--- src/logic/aux_timer_pkg.sv ---
// Constants for the auxiliary up-count timer and its register slave.
// Assumes a 32-bit AXI4-Lite bus with byte addresses, address bits 7:2 decoded.
package aux_timer_pkg;
  // Register byte offsets
  localparam logic [7:0] OFS_CTRL    = 8'h00;
  localparam logic [7:0] OFS_CMD     = 8'h04;
  localparam logic [7:0] OFS_STAT    = 8'h08;
  localparam logic [7:0] OFS_COUNT   = 8'h0C;
  localparam logic [7:0] OFS_PERIOD  = 8'h10;
  localparam logic [7:0] OFS_CMP     = 8'h14;
  localparam logic [7:0] OFS_CMP_SHD = 8'h18;
  // Control register fields
  localparam int CTL_SEL_LSB  = 0;
  localparam int CTL_DIV_BIT  = 3;
  localparam int CTL_SS_BIT   = 4;
  localparam int CTL_TRIG_LSB = 5;
  localparam int CTL_DIR_LSB  = 8;
  // Write-only command bits
  localparam int CMD_RUN_SET = 0;
  localparam int CMD_RUN_CLR = 1;
  localparam int CMD_CNT_CLR = 2;
  localparam int CMD_SHD_SET = 3;
  localparam int CMD_SHD_CLR = 4;
  // Status bits
  localparam int ST_RUN = 0;
  localparam int ST_SHD = 1;
  localparam int ST_ZM  = 2;
  localparam int ST_PM  = 3;
  localparam int ST_CM  = 4;
  // Reset values
  localparam logic [9:0]  RST_CTRL  = 10'h000;
  localparam logic [15:0] RST_VAL16 = 16'h0000;
  // Trigger source codes
  localparam logic [2:0] TRIG_NONE    = 3'h0;
  localparam logic [2:0] TRIG_CMP0    = 3'h1;
  localparam logic [2:0] TRIG_CMP1    = 3'h2;
  localparam logic [2:0] TRIG_CMP2    = 3'h3;
  localparam logic [2:0] TRIG_ANY_CMP = 3'h4;
  localparam logic [2:0] TRIG_PERIOD  = 3'h5;
  localparam logic [2:0] TRIG_ZERO_UP = 3'h6;
  localparam logic [2:0] TRIG_HALL    = 3'h7;
  // Direction qualifier codes
  localparam logic [1:0] DIR_NONE = 2'h0;
  localparam logic [1:0] DIR_UP   = 2'h1;
  localparam logic [1:0] DIR_DOWN = 2'h2;
  localparam logic [1:0] DIR_ANY  = 2'h3;
  // Extra divider is 2**8 = 256
  localparam logic [3:0] EXTRA_DIV_LOG2 = 4'h8;
  // Bus responses
  localparam logic [1:0] RESP_OKAY   = 2'h0;
  localparam logic [1:0] RESP_SLVERR = 2'h2;
endpackage

--- src/logic/aux_prescaler.sv ---
// Tick prescaler for the auxiliary timer: one-cycle tick every N clocks.
// Assumes run comes from the run flag; held in reset while it is low.
`timescale 1ns/10ps
module aux_prescaler
  import aux_timer_pkg::*;
(
  input  wire logic       aclk,
  input  wire logic       aresetn,
  input  wire logic       run,
  input  wire logic [2:0] aux_clk_select,
  input  wire logic       aux_extra_div_en,
  output logic            aux_tick
);
  logic [15:0] cnt_q;
  logic [15:0] cnt_d;
  logic        tick_q;
  wire  [3:0]  shift_amt;
  wire  [15:0] div_n;
  wire  [15:0] term;
  wire         at_term;

  // Divide by 2**sel, times 256 with the extra divider
  assign shift_amt = {1'b0, aux_clk_select} + (aux_extra_div_en ? EXTRA_DIV_LOG2 : 4'h0);
  assign div_n     = 16'h0001 << shift_amt;
  assign term      = div_n - 16'h0001;
  assign at_term   = (cnt_q == term);
  // Stopped timer clears phase so every start is reproducible
  assign cnt_d     = (!run || at_term) ? 16'h0000 : cnt_q + 16'h0001;

  // Tick is a clock-domain enable, not a derived clock
  always_ff @(posedge aclk) begin
    if (!aresetn) begin
      cnt_q  <= 16'h0000;
      tick_q <= 1'b0;
    end else begin
      cnt_q  <= cnt_d;
      tick_q <= run & at_term;
    end
  end
  assign aux_tick = tick_q;
endmodule

--- src/logic/aux_timer.sv ---
// Auxiliary 16-bit up-count timer with period/compare shadows and
// main-timer triggered start, registers on an AXI4-Lite slave.
// Assumes main-timer event inputs are one-cycle pulses on aclk.
//
// What this block does
// - Tick is module clock divided by 2**select, times 256 with extra divider.
// - Prescaler is held in reset while the timer is stopped.
// - One period lasts period value plus one ticks.
// - Count writes ignored while running, take effect at once when stopped.
// - Counter counts up, returns to zero on the tick after period match.
// - Shadow request set and cleared by write-one set and clear bits.
// - With request set, transfer on wrap after match or while stopped.
// - Transfer copies shadow period and shadow compare into active registers.
// - Writing one to run-set sets the run flag and starts counting.
// - Writing one to run-clear clears the run flag and halts counting.
// - Counter-clear zeroes the count and leaves the run flag alone.
// - Single-shot clears the run flag when the counter wraps after match.
// - Selected, direction-qualified main-timer event sets the run flag.
// - Trigger select picks none, channel compares, any compare, period, zero-up, hall.
// - The trigger is qualified by the main timer count direction.
// - Qualifier: none, only counting up, only counting down, or either.
// - Zero-match indication is true while the count is zero.
// - Period address writes shadow, reads the active period.
//
// The placing of the registers and the AXI4-Lite register port were decided locally.
`timescale 1ns/10ps
module aux_timer
  import aux_timer_pkg::*;
(
  input  wire logic        aclk,
  input  wire logic        aresetn,
  input  wire logic [7:0]  s_axi_awaddr,
  input  wire logic        s_axi_awvalid,
  output logic             s_axi_awready,
  input  wire logic [31:0] s_axi_wdata,
  input  wire logic [3:0]  s_axi_wstrb,
  input  wire logic        s_axi_wvalid,
  output logic             s_axi_wready,
  output logic [1:0]       s_axi_bresp,
  output logic             s_axi_bvalid,
  input  wire logic        s_axi_bready,
  input  wire logic [7:0]  s_axi_araddr,
  input  wire logic        s_axi_arvalid,
  output logic             s_axi_arready,
  output logic [31:0]      s_axi_rdata,
  output logic [1:0]       s_axi_rresp,
  output logic             s_axi_rvalid,
  input  wire logic        s_axi_rready,
  input  wire logic [2:0]  main_cmp_evt,
  input  wire logic        main_period_match,
  input  wire logic        main_zero_match,
  input  wire logic        main_count_down,
  input  wire logic        hall_change,
  output logic             aux_run_flag,
  output logic             aux_zero_match,
  output logic             aux_period_match,
  output logic             aux_compare_match,
  output logic             aux_shadow_xfer
);
  // Bus channel state
  logic        awready_q, wready_q, bvalid_q, arready_q, rvalid_q;
  logic        aw_have_q, w_have_q;
  logic [7:0]  wr_addr_q;
  logic [31:0] wr_data_q;
  logic [3:0]  wr_strb_q;
  logic [1:0]  bresp_q, rresp_q;
  logic [31:0] rdata_q;
  // Timer state
  logic [9:0]  ctrl_q;
  logic [15:0] count_q, count_d;
  logic [15:0] period_q, period_d, period_shd_q;
  logic [15:0] cmp_q, cmp_d, cmp_shd_q;
  logic        run_q, run_d, shd_req_q, shd_req_d;
  logic        zm_q, pm_q, cm_q, xfer_q;
  logic        aux_tick;
  logic [15:0] stat_w;

  // Write-side handshakes: address and data taken in either order
  wire aw_take  = s_axi_awvalid & awready_q;
  wire w_take   = s_axi_wvalid & wready_q;
  wire wr_fire  = aw_have_q & w_have_q & ~bvalid_q;
  wire aw_have_d = (aw_have_q | aw_take) & ~wr_fire;
  wire w_have_d  = (w_have_q | w_take) & ~wr_fire;
  wire bvalid_d  = wr_fire | (bvalid_q & ~s_axi_bready);
  wire ar_take   = s_axi_arvalid & arready_q;
  wire rvalid_d  = ar_take | (rvalid_q & ~s_axi_rready);

  // Write decode on the held address
  wire [7:0] wr_word = {wr_addr_q[7:2], 2'b00};
  wire wr_ctrl   = wr_fire & (wr_word == OFS_CTRL);
  wire wr_cmd    = wr_fire & (wr_word == OFS_CMD) & wr_strb_q[0];
  wire wr_count  = wr_fire & (wr_word == OFS_COUNT);
  wire wr_period = wr_fire & (wr_word == OFS_PERIOD);
  wire wr_cmpshd = wr_fire & (wr_word == OFS_CMP_SHD);
  wire wr_hit    = (wr_word == OFS_CTRL) | (wr_word == OFS_CMD)
                 | (wr_word == OFS_STAT) | (wr_word == OFS_COUNT)
                 | (wr_word == OFS_PERIOD) | (wr_word == OFS_CMP)
                 | (wr_word == OFS_CMP_SHD);

  // Byte-lane merge for the 16-bit registers
  function automatic logic [15:0] merge16(input logic [15:0] old,
                                          input logic [31:0] d,
                                          input logic [3:0]  s);
    merge16 = {s[1] ? d[15:8] : old[15:8], s[0] ? d[7:0] : old[7:0]};
  endfunction
  wire [15:0] ctrl_m   = merge16({6'h00, ctrl_q}, wr_data_q, wr_strb_q);
  wire [15:0] count_m  = merge16(count_q, wr_data_q, wr_strb_q);
  wire [15:0] per_m    = merge16(period_shd_q, wr_data_q, wr_strb_q);
  wire [15:0] cmpshd_m = merge16(cmp_shd_q, wr_data_q, wr_strb_q);

  // Command strobes are write-one pulses, zero bits do nothing
  wire [4:0] cmd = wr_cmd ? wr_data_q[4:0] : 5'h00;
  wire cmd_run_set = cmd[CMD_RUN_SET];
  wire cmd_run_clr = cmd[CMD_RUN_CLR];
  wire cmd_cnt_clr = cmd[CMD_CNT_CLR];
  wire cmd_shd_set = cmd[CMD_SHD_SET];
  wire cmd_shd_clr = cmd[CMD_SHD_CLR];

  // Control fields
  wire [2:0] aux_clk_select    = ctrl_q[CTL_SEL_LSB +: 3];
  wire       aux_extra_div_en  = ctrl_q[CTL_DIV_BIT];
  wire       aux_single_shot   = ctrl_q[CTL_SS_BIT];
  wire [2:0] aux_trig_select   = ctrl_q[CTL_TRIG_LSB +: 3];
  wire [1:0] aux_trig_dir_qual = ctrl_q[CTL_DIR_LSB +: 2];

  // Tick prescaler, reset while stopped
  aux_prescaler u_presc (
    .aclk             (aclk),
    .aresetn          (aresetn),
    .run              (run_q),
    .aux_clk_select   (aux_clk_select),
    .aux_extra_div_en (aux_extra_div_en),
    .aux_tick         (aux_tick)
  );

  // Counting happens only on a tick while running
  wire run_tick   = aux_tick & run_q;
  wire period_hit = (count_q == period_q);
  wire wrap       = run_tick & period_hit;

  // Main-timer event selection
  wire trig_evt =
      (aux_trig_select == TRIG_CMP0)    ? main_cmp_evt[0] :
      (aux_trig_select == TRIG_CMP1)    ? main_cmp_evt[1] :
      (aux_trig_select == TRIG_CMP2)    ? main_cmp_evt[2] :
      (aux_trig_select == TRIG_ANY_CMP) ? |main_cmp_evt :
      (aux_trig_select == TRIG_PERIOD)  ? main_period_match :
      (aux_trig_select == TRIG_ZERO_UP) ? main_zero_match & ~main_count_down :
      (aux_trig_select == TRIG_HALL)    ? hall_change : 1'b0;
  // Direction gate; qualifier none blocks every trigger
  wire dir_ok = ((aux_trig_dir_qual == DIR_UP)   & ~main_count_down)
              | ((aux_trig_dir_qual == DIR_DOWN) &  main_count_down)
              |  (aux_trig_dir_qual == DIR_ANY);
  wire hw_trig = trig_evt & dir_ok;

  // Run flag: a set in the same cycle as a clear wins
  wire run_set = cmd_run_set | hw_trig;
  wire run_clr = cmd_run_clr | (wrap & aux_single_shot);
  assign run_d = (run_q & ~run_clr) | run_set;

  // Shadow request flag, set wins over clear
  assign shd_req_d = (shd_req_q & ~cmd_shd_clr) | cmd_shd_set;
  // Transfer at the wrap after match, or whenever stopped
  wire xfer_d = shd_req_q & (wrap | ~run_q);
  assign period_d = xfer_d ? period_shd_q : period_q;
  assign cmp_d    = xfer_d ? cmp_shd_q : cmp_q;

  // Counter: clear beats a stopped-time write beats the tick
  always_comb begin
    count_d = count_q;
    if (cmd_cnt_clr) begin
      count_d = 16'h0000;
    end else if (wr_count && !run_q) begin
      count_d = count_m;
    end else if (run_tick) begin
      // Zero follows the match, so one period is value plus one ticks
      count_d = period_hit ? 16'h0000 : count_q + 16'h0001;
    end
  end

  // Status view of the block's own state
  always_comb begin
    stat_w         = 16'h0000;
    stat_w[ST_RUN] = run_q;
    stat_w[ST_SHD] = shd_req_q;
    stat_w[ST_ZM]  = zm_q;
    stat_w[ST_PM]  = pm_q;
    stat_w[ST_CM]  = cm_q;
  end

  // Read decode straight from the request address
  wire [7:0] rd_word = {s_axi_araddr[7:2], 2'b00};
  wire rd_hit = (rd_word == OFS_CTRL) | (rd_word == OFS_CMD)
              | (rd_word == OFS_STAT) | (rd_word == OFS_COUNT)
              | (rd_word == OFS_PERIOD) | (rd_word == OFS_CMP)
              | (rd_word == OFS_CMP_SHD);
  // Period reads show the active value, not the shadow
  wire [15:0] rd_val =
      (rd_word == OFS_CTRL)    ? {6'h00, ctrl_q} :
      (rd_word == OFS_STAT)    ? stat_w :
      (rd_word == OFS_COUNT)   ? count_q :
      (rd_word == OFS_PERIOD)  ? period_q :
      (rd_word == OFS_CMP)     ? cmp_q :
      (rd_word == OFS_CMP_SHD) ? cmp_shd_q : 16'h0000;

  // Bus channel registers
  always_ff @(posedge aclk) begin
    if (!aresetn) begin
      awready_q <= 1'b0;
      wready_q  <= 1'b0;
      aw_have_q <= 1'b0;
      w_have_q  <= 1'b0;
      bvalid_q  <= 1'b0;
      bresp_q   <= RESP_OKAY;
      arready_q <= 1'b0;
      rvalid_q  <= 1'b0;
      rresp_q   <= RESP_OKAY;
      rdata_q   <= 32'h0000_0000;
      wr_addr_q <= 8'h00;
      wr_data_q <= 32'h0000_0000;
      wr_strb_q <= 4'h0;
    end else begin
      aw_have_q <= aw_have_d;
      w_have_q  <= w_have_d;
      awready_q <= ~aw_have_d & ~bvalid_d;
      wready_q  <= ~w_have_d & ~bvalid_d;
      bvalid_q  <= bvalid_d;
      arready_q <= ~rvalid_d;
      rvalid_q  <= rvalid_d;
      if (aw_take) begin
        wr_addr_q <= s_axi_awaddr;
      end
      if (w_take) begin
        wr_data_q <= s_axi_wdata;
        wr_strb_q <= s_axi_wstrb;
      end
      if (wr_fire) begin
        bresp_q <= wr_hit ? RESP_OKAY : RESP_SLVERR;
      end
      if (ar_take) begin
        rdata_q <= {16'h0000, rd_val};
        rresp_q <= rd_hit ? RESP_OKAY : RESP_SLVERR;
      end
    end
  end

  // Software-written storage; period writes land in the shadow
  always_ff @(posedge aclk) begin
    if (!aresetn) begin
      ctrl_q       <= RST_CTRL;
      period_shd_q <= RST_VAL16;
      cmp_shd_q    <= RST_VAL16;
    end else begin
      if (wr_ctrl) ctrl_q <= ctrl_m[9:0];
      if (wr_period) period_shd_q <= per_m;
      if (wr_cmpshd) cmp_shd_q <= cmpshd_m;
    end
  end

  // Timer core registers; flags follow the next-state values
  always_ff @(posedge aclk) begin
    if (!aresetn) begin
      count_q   <= RST_VAL16;
      period_q  <= RST_VAL16;
      cmp_q     <= RST_VAL16;
      run_q     <= 1'b0;
      shd_req_q <= 1'b0;
      xfer_q    <= 1'b0;
      zm_q      <= 1'b1;
      pm_q      <= 1'b1;
      cm_q      <= 1'b1;
    end else begin
      count_q   <= count_d;
      period_q  <= period_d;
      cmp_q     <= cmp_d;
      run_q     <= run_d;
      shd_req_q <= shd_req_d;
      xfer_q    <= xfer_d;
      zm_q      <= (count_d == 16'h0000);
      pm_q      <= (count_d == period_d);
      cm_q      <= (count_d == cmp_d);
    end
  end

  assign s_axi_awready     = awready_q;
  assign s_axi_wready      = wready_q;
  assign s_axi_bvalid      = bvalid_q;
  assign s_axi_bresp       = bresp_q;
  assign s_axi_arready     = arready_q;
  assign s_axi_rvalid      = rvalid_q;
  assign s_axi_rresp       = rresp_q;
  assign s_axi_rdata       = rdata_q;
  assign aux_run_flag      = run_q;
  assign aux_zero_match    = zm_q;
  assign aux_period_match  = pm_q;
  assign aux_compare_match = cm_q;
  // Pulse is seen in the same cycle as the copy it reports
  assign aux_shadow_xfer   = xfer_q;
endmodule

--- config.mk ---
export PLATFORM = sky130hd
export DESIGN_NAME = aux_timer
export DESIGN_NICKNAME = d
export VERILOG_FILES = /design/src/logic/aux_timer_pkg.sv /design/src/logic/aux_prescaler.sv /design/src/logic/aux_timer.sv
export SDC_FILE = /design/constraint.sdc
export NUM_CORES = 1
export LEC_CHECK = 0
export ABC_AREA = 1
export BUFFER_PORTS_ARGS = -buffer_cell sky130_fd_sc_hd__buf_2
export CAP_MARGIN = 10
export CORE_ASPECT_RATIO = 1.1
export CORE_MARGIN = 8
export CORE_UTILIZATION = 45
export CTS_CLUSTER_DIAMETER = 30
export CTS_CLUSTER_SIZE = 25
export DETAILED_ROUTE_END_ITERATION = 10
export GPL_TIMING_DRIVEN = 0
export PLACE_DENSITY = 0.74
export SETUP_SLACK_MARGIN = 0.02
export SYNTH_ARGS = -nofsm -noshare
export SYNTH_HDL_FRONTEND = slang
export SYNTH_SLANG_ARGS = --single-unit
--- constraint.sdc ---
create_clock -name aclk -period 5.4 [get_ports aclk]
set_input_delay 0.81 -clock aclk [delete_from_list [all_inputs] [get_ports aclk]]
set_output_delay 0.81 -clock aclk [all_outputs]
set_load 0.03 [all_outputs]
==> flow_summary.yaml <==
sta:
  rsz0062_at_grt: "no"
  period_needed_ns: 2.85
  finalMaxSlewViolations: 0
  setup_viol: 0
  clock.fmax_ghz: 0.351
  hold_viol: 0
  tightest_slew_ns: 0.933
  finalCritPeriodShare_pct: 52.7
  slew_headroom_pct: 37.8
  fin_skew_ns: 0.0103
  hold_ws_ns: 0.443
  tns_ns: 0
worst_setup_path:
  critPathTopFamily: "simple AND/OR/NAND/NOR gates"
  cpPeakStageDelay_ns: 0.44
  startpoint_type: "flop"
  endpoint: "aux_period_match"
  path_class: "flop to flop"
  endpoint_kind: "flop"
  required_ns: 5.77
  r2r_slack_ns: 2.55
  reg2reg_depth: 19
  cp_num_buf_inv: 3
  cp_num_cells: 19
  cp_common_cell: "nand2_1"
  worst-path-max-fanout: 10
  path_cells: "inv_1 > nand2_1 > nand2_1 > nor2_1 > nand2_1 > nor2_4 > nand3_4 > buf_2 > nand2_1 > nand2_1 > nand2_1 > inv_1 > nand2_1 > nand2_1 > nor2_1 > nand2_1 > nor2_1 > nand2_1 > nand2_1"
  cp-startpoint: "count_q[15]"
  crit_arrival_ns: 3.21
  cp_slowest_cell: "dfxtp_1"
  r2r-end: "aux_period_match"
  timing.rr.start: "count_q[15]"
logic_synthesis:
  yosys_warnings: 0
  syn-cell-area_um2: 8790
  synth_cell_types: 43
  yosysSeqAreaShare_pct: 36.9
  async_flop_share_pct: 0
  synth-seq-cells: 162
  synth_area_per_cell_um2: 6.39
  synth_ff_type: "dfxtp_1"
  synth_edf_count: 0
  syn_inst: 1375
placement:
  dp.cells: 1710
  dp_hpwl_um: 23500
  gp_congestion: 0.988
  port_buffers: 71
power_and_ir_drop:
  power.switching_uw: 697
  sequentialPowerShare_pct: 46.1
  power_leakage_nw: 4.66
  cellPowerDensity_nw_per_um2: 265
  intPower_mw: 1.99
  post-layout-total-power_mw: 2.68
  ir_worst_vdd_v: 0.000236
  power.share.clock_pct: 46.8
  swShare_pct: 26.0
  comb_power_share_pct: 7.1
routing:
  vias: 9509
  vias_per_cell: 5.46
  route.detailed.drc: 0
  antenna_left: 0
  drt_iter0_markers: 979
  drt-wirelength-per-cell_um: 17.8
  drt_pass1_iterations: 6
  finalWirelength_um: 31000
clock_network:
  cts_hold_buffers: 0
  clock_latency_ns: 0.44
  cts_resized: 0
  clock-sinks: 162
  root_buffer: "clkbuf_16"
  clockBufferDepth: 2
  cts_setup_buffers: 0
  cts_buffers: 17
  tritoncts: "done"
  clkTransAtPathRegs_ns: 0.06
  h-tree-depth: 4
floorplanning:
  start_util_pct: 45.9
  die_w_um: 149
  io_pins: 112
  core-area_um2: 19200
  die_area_um2: 24300
  rows: 53
  die_h_um: 163
layout:
  fin_util_pct: 52.8
  final_cells: 1743
  multi_input_area_um2: 4580
  drive_above_1_share_pct: 11.0
  antenna_cells: 0
  sequential_cell_area_um2: 3240
  nNetsFinal: 1552
  n_fill_cell: 1933
  syn2layout_area_growth_pct: 15.3
global_route:
  overflow: 0
  grt_usage_pct: 25.3
  grt_start_max_net_pins: 17
  grt_pass1_wl_um: 47500
  first_global_vias: 8563
  antenna_found_initial: 0
run_status:
  outcome: "finished clean"
job:
  cap_viol_max_count: 0
hold_path:
  hp-class: "flop to flop"
==> cell families after synthesis <==
family / share of synthesized area, %
flip-flops: 36.9
XOR/XNOR: 2.09
AO/OA/AOI/OAI: 14.8
AND/OR/NAND/NOR: 34.0
other: 0.0427
adder cells (fa/ha/maj): 0.427
buffers and inverters: 11.7
==> flip-flops by register name, summed over array words and instances (netlist names), 16 cells and up <==
signal / flops
wr_data_q: 16
period_q: 16
cmp_shd_q: 16
u_presc.cnt_q: 16
cmp_q: 16
count_q: 16
s_axi_rdata: 16
period_shd_q: 16
==> routing by layer <==
metal / GRT usage (%) / up-vias / wire length [µm]
li1: - / 4613 / -
met1: 32.2 / 4382 / 13100
met2: 39.5 / 430 / 13800
met3: 5.09 / 84 / 2670
met4: 13.7 / 0 / 1430
met5: 0 / - / 0
==> through the flow <==
| step | setup WS, ns | instance area (µm²) |
|---|---|---|
| 4_1_cts | 2.62 | 10100 |
| 2_1_floorplan | 3.23 | 8850 |
| 3_5_place_dp | 2.36 | 9520 |
| 5_1_grt | 2.34 | 10100 |
| 6_report | 2.55 | 10100 |
| 3_3_place_gp | 2.40 | 9520 |
==> power by group through the flow <==
stage                     clock (mW)  combinational (mW)  sequential (mW)
after floorplan                    0               0.109             1.26
after global routing            1.31               0.205             1.24
after detailed placement           0               0.185             1.26
after CTS                       1.26               0.185             1.24
final                           1.26               0.190             1.24
after global placement             0               0.182             1.26
==> cells in the mapped netlist (2+ instances only) <==
library cell,count,share of area [%]
dfxtp_1,162,37
buf_2,6,0.34
buf_1,2,0.085
o221ai_1,11,1.1
nand2_2,5,0.36
clkbuf_1,38,1.6
buf_6,4,0.51
a21oi_1,82,4.7
or2_2,5,0.36
nor3b_1,3,0.26
nor3_1,21,1.2
nand4_1,5,0.36
a211oi_1,3,0.26
o211ai_1,2,0.17
a31oi_1,2,0.14
inv_2,9,0.38
buf_4,23,2.0
o21ai_0,95,5.4
a221oi_1,20,2.0
xor2_1,18,1.8
nor2_1,183,7.8
nand3_1,101,5.8
xnor2_1,3,0.30
inv_1,159,6.8
nor4_1,7,0.50
nand2_1,375,16
ha_1,3,0.43
o22ai_1,11,0.78
nor2_2,3,0.21
==> cell type report <==
type,count,area share [%]
flip-flops and latches,162,32.0
repair buffers,72,3.58
clock inverters,12,1.47
well taps,247,3.05
multi-input cells,988,45.2
inverters,169,6.26
clock buffers,20,4.51
plain buffers,73,3.93
==> worst reg2reg max path, cell delays in order (launching register included) <==
cell,delay [ns]
dfxtp_1,0.44
inv_1,0.15
nand2_1,0.08
nand2_1,0.05
nor2_1,0.24
nand2_1,0.14
nor2_4,0.16
nand3_4,0.16
buf_2,0.26
nand2_1,0.10
nand2_1,0.05
nand2_1,0.13
inv_1,0.13
nand2_1,0.08
nand2_1,0.05
nor2_1,0.08
nand2_1,0.12
nor2_1,0.18
nand2_1,0.08
nand2_1,0.08
==> how the worst min path moves through the flow <==
stage / slack [ns] / endpoint / depth (start not counted) / start
detailed placement: 0.42 / s_axi_wready / 1 / w_have_q
global placement: 0.42 / s_axi_wready / 1 / w_have_q
CTS: 0.43 / s_axi_wready / 1 / w_have_q
global route: 0.44 / s_axi_wready / 1 / w_have_q
floorplan: 0.40 / s_axi_wready / 1 / w_have_q
finish: 0.44 / s_axi_wready / 1 / w_have_q
==> cell usage in the layout, fill, tap and decap left out, drive strengths merged, types with 5 or more instances in the layout <==
cell,count
nand2,381
nor2,187
inv,172
dfxtp,162
buf,107
nand3,103
o21ai,95
a21oi,82
clkbuf,58
nor3,23
a221oi,20
xor2,18
conb,18
o22ai,11
o221ai,11
nor4,8
or2,5
nand4,5
clkinvlp,5
(Power assumes the default switching activity.)
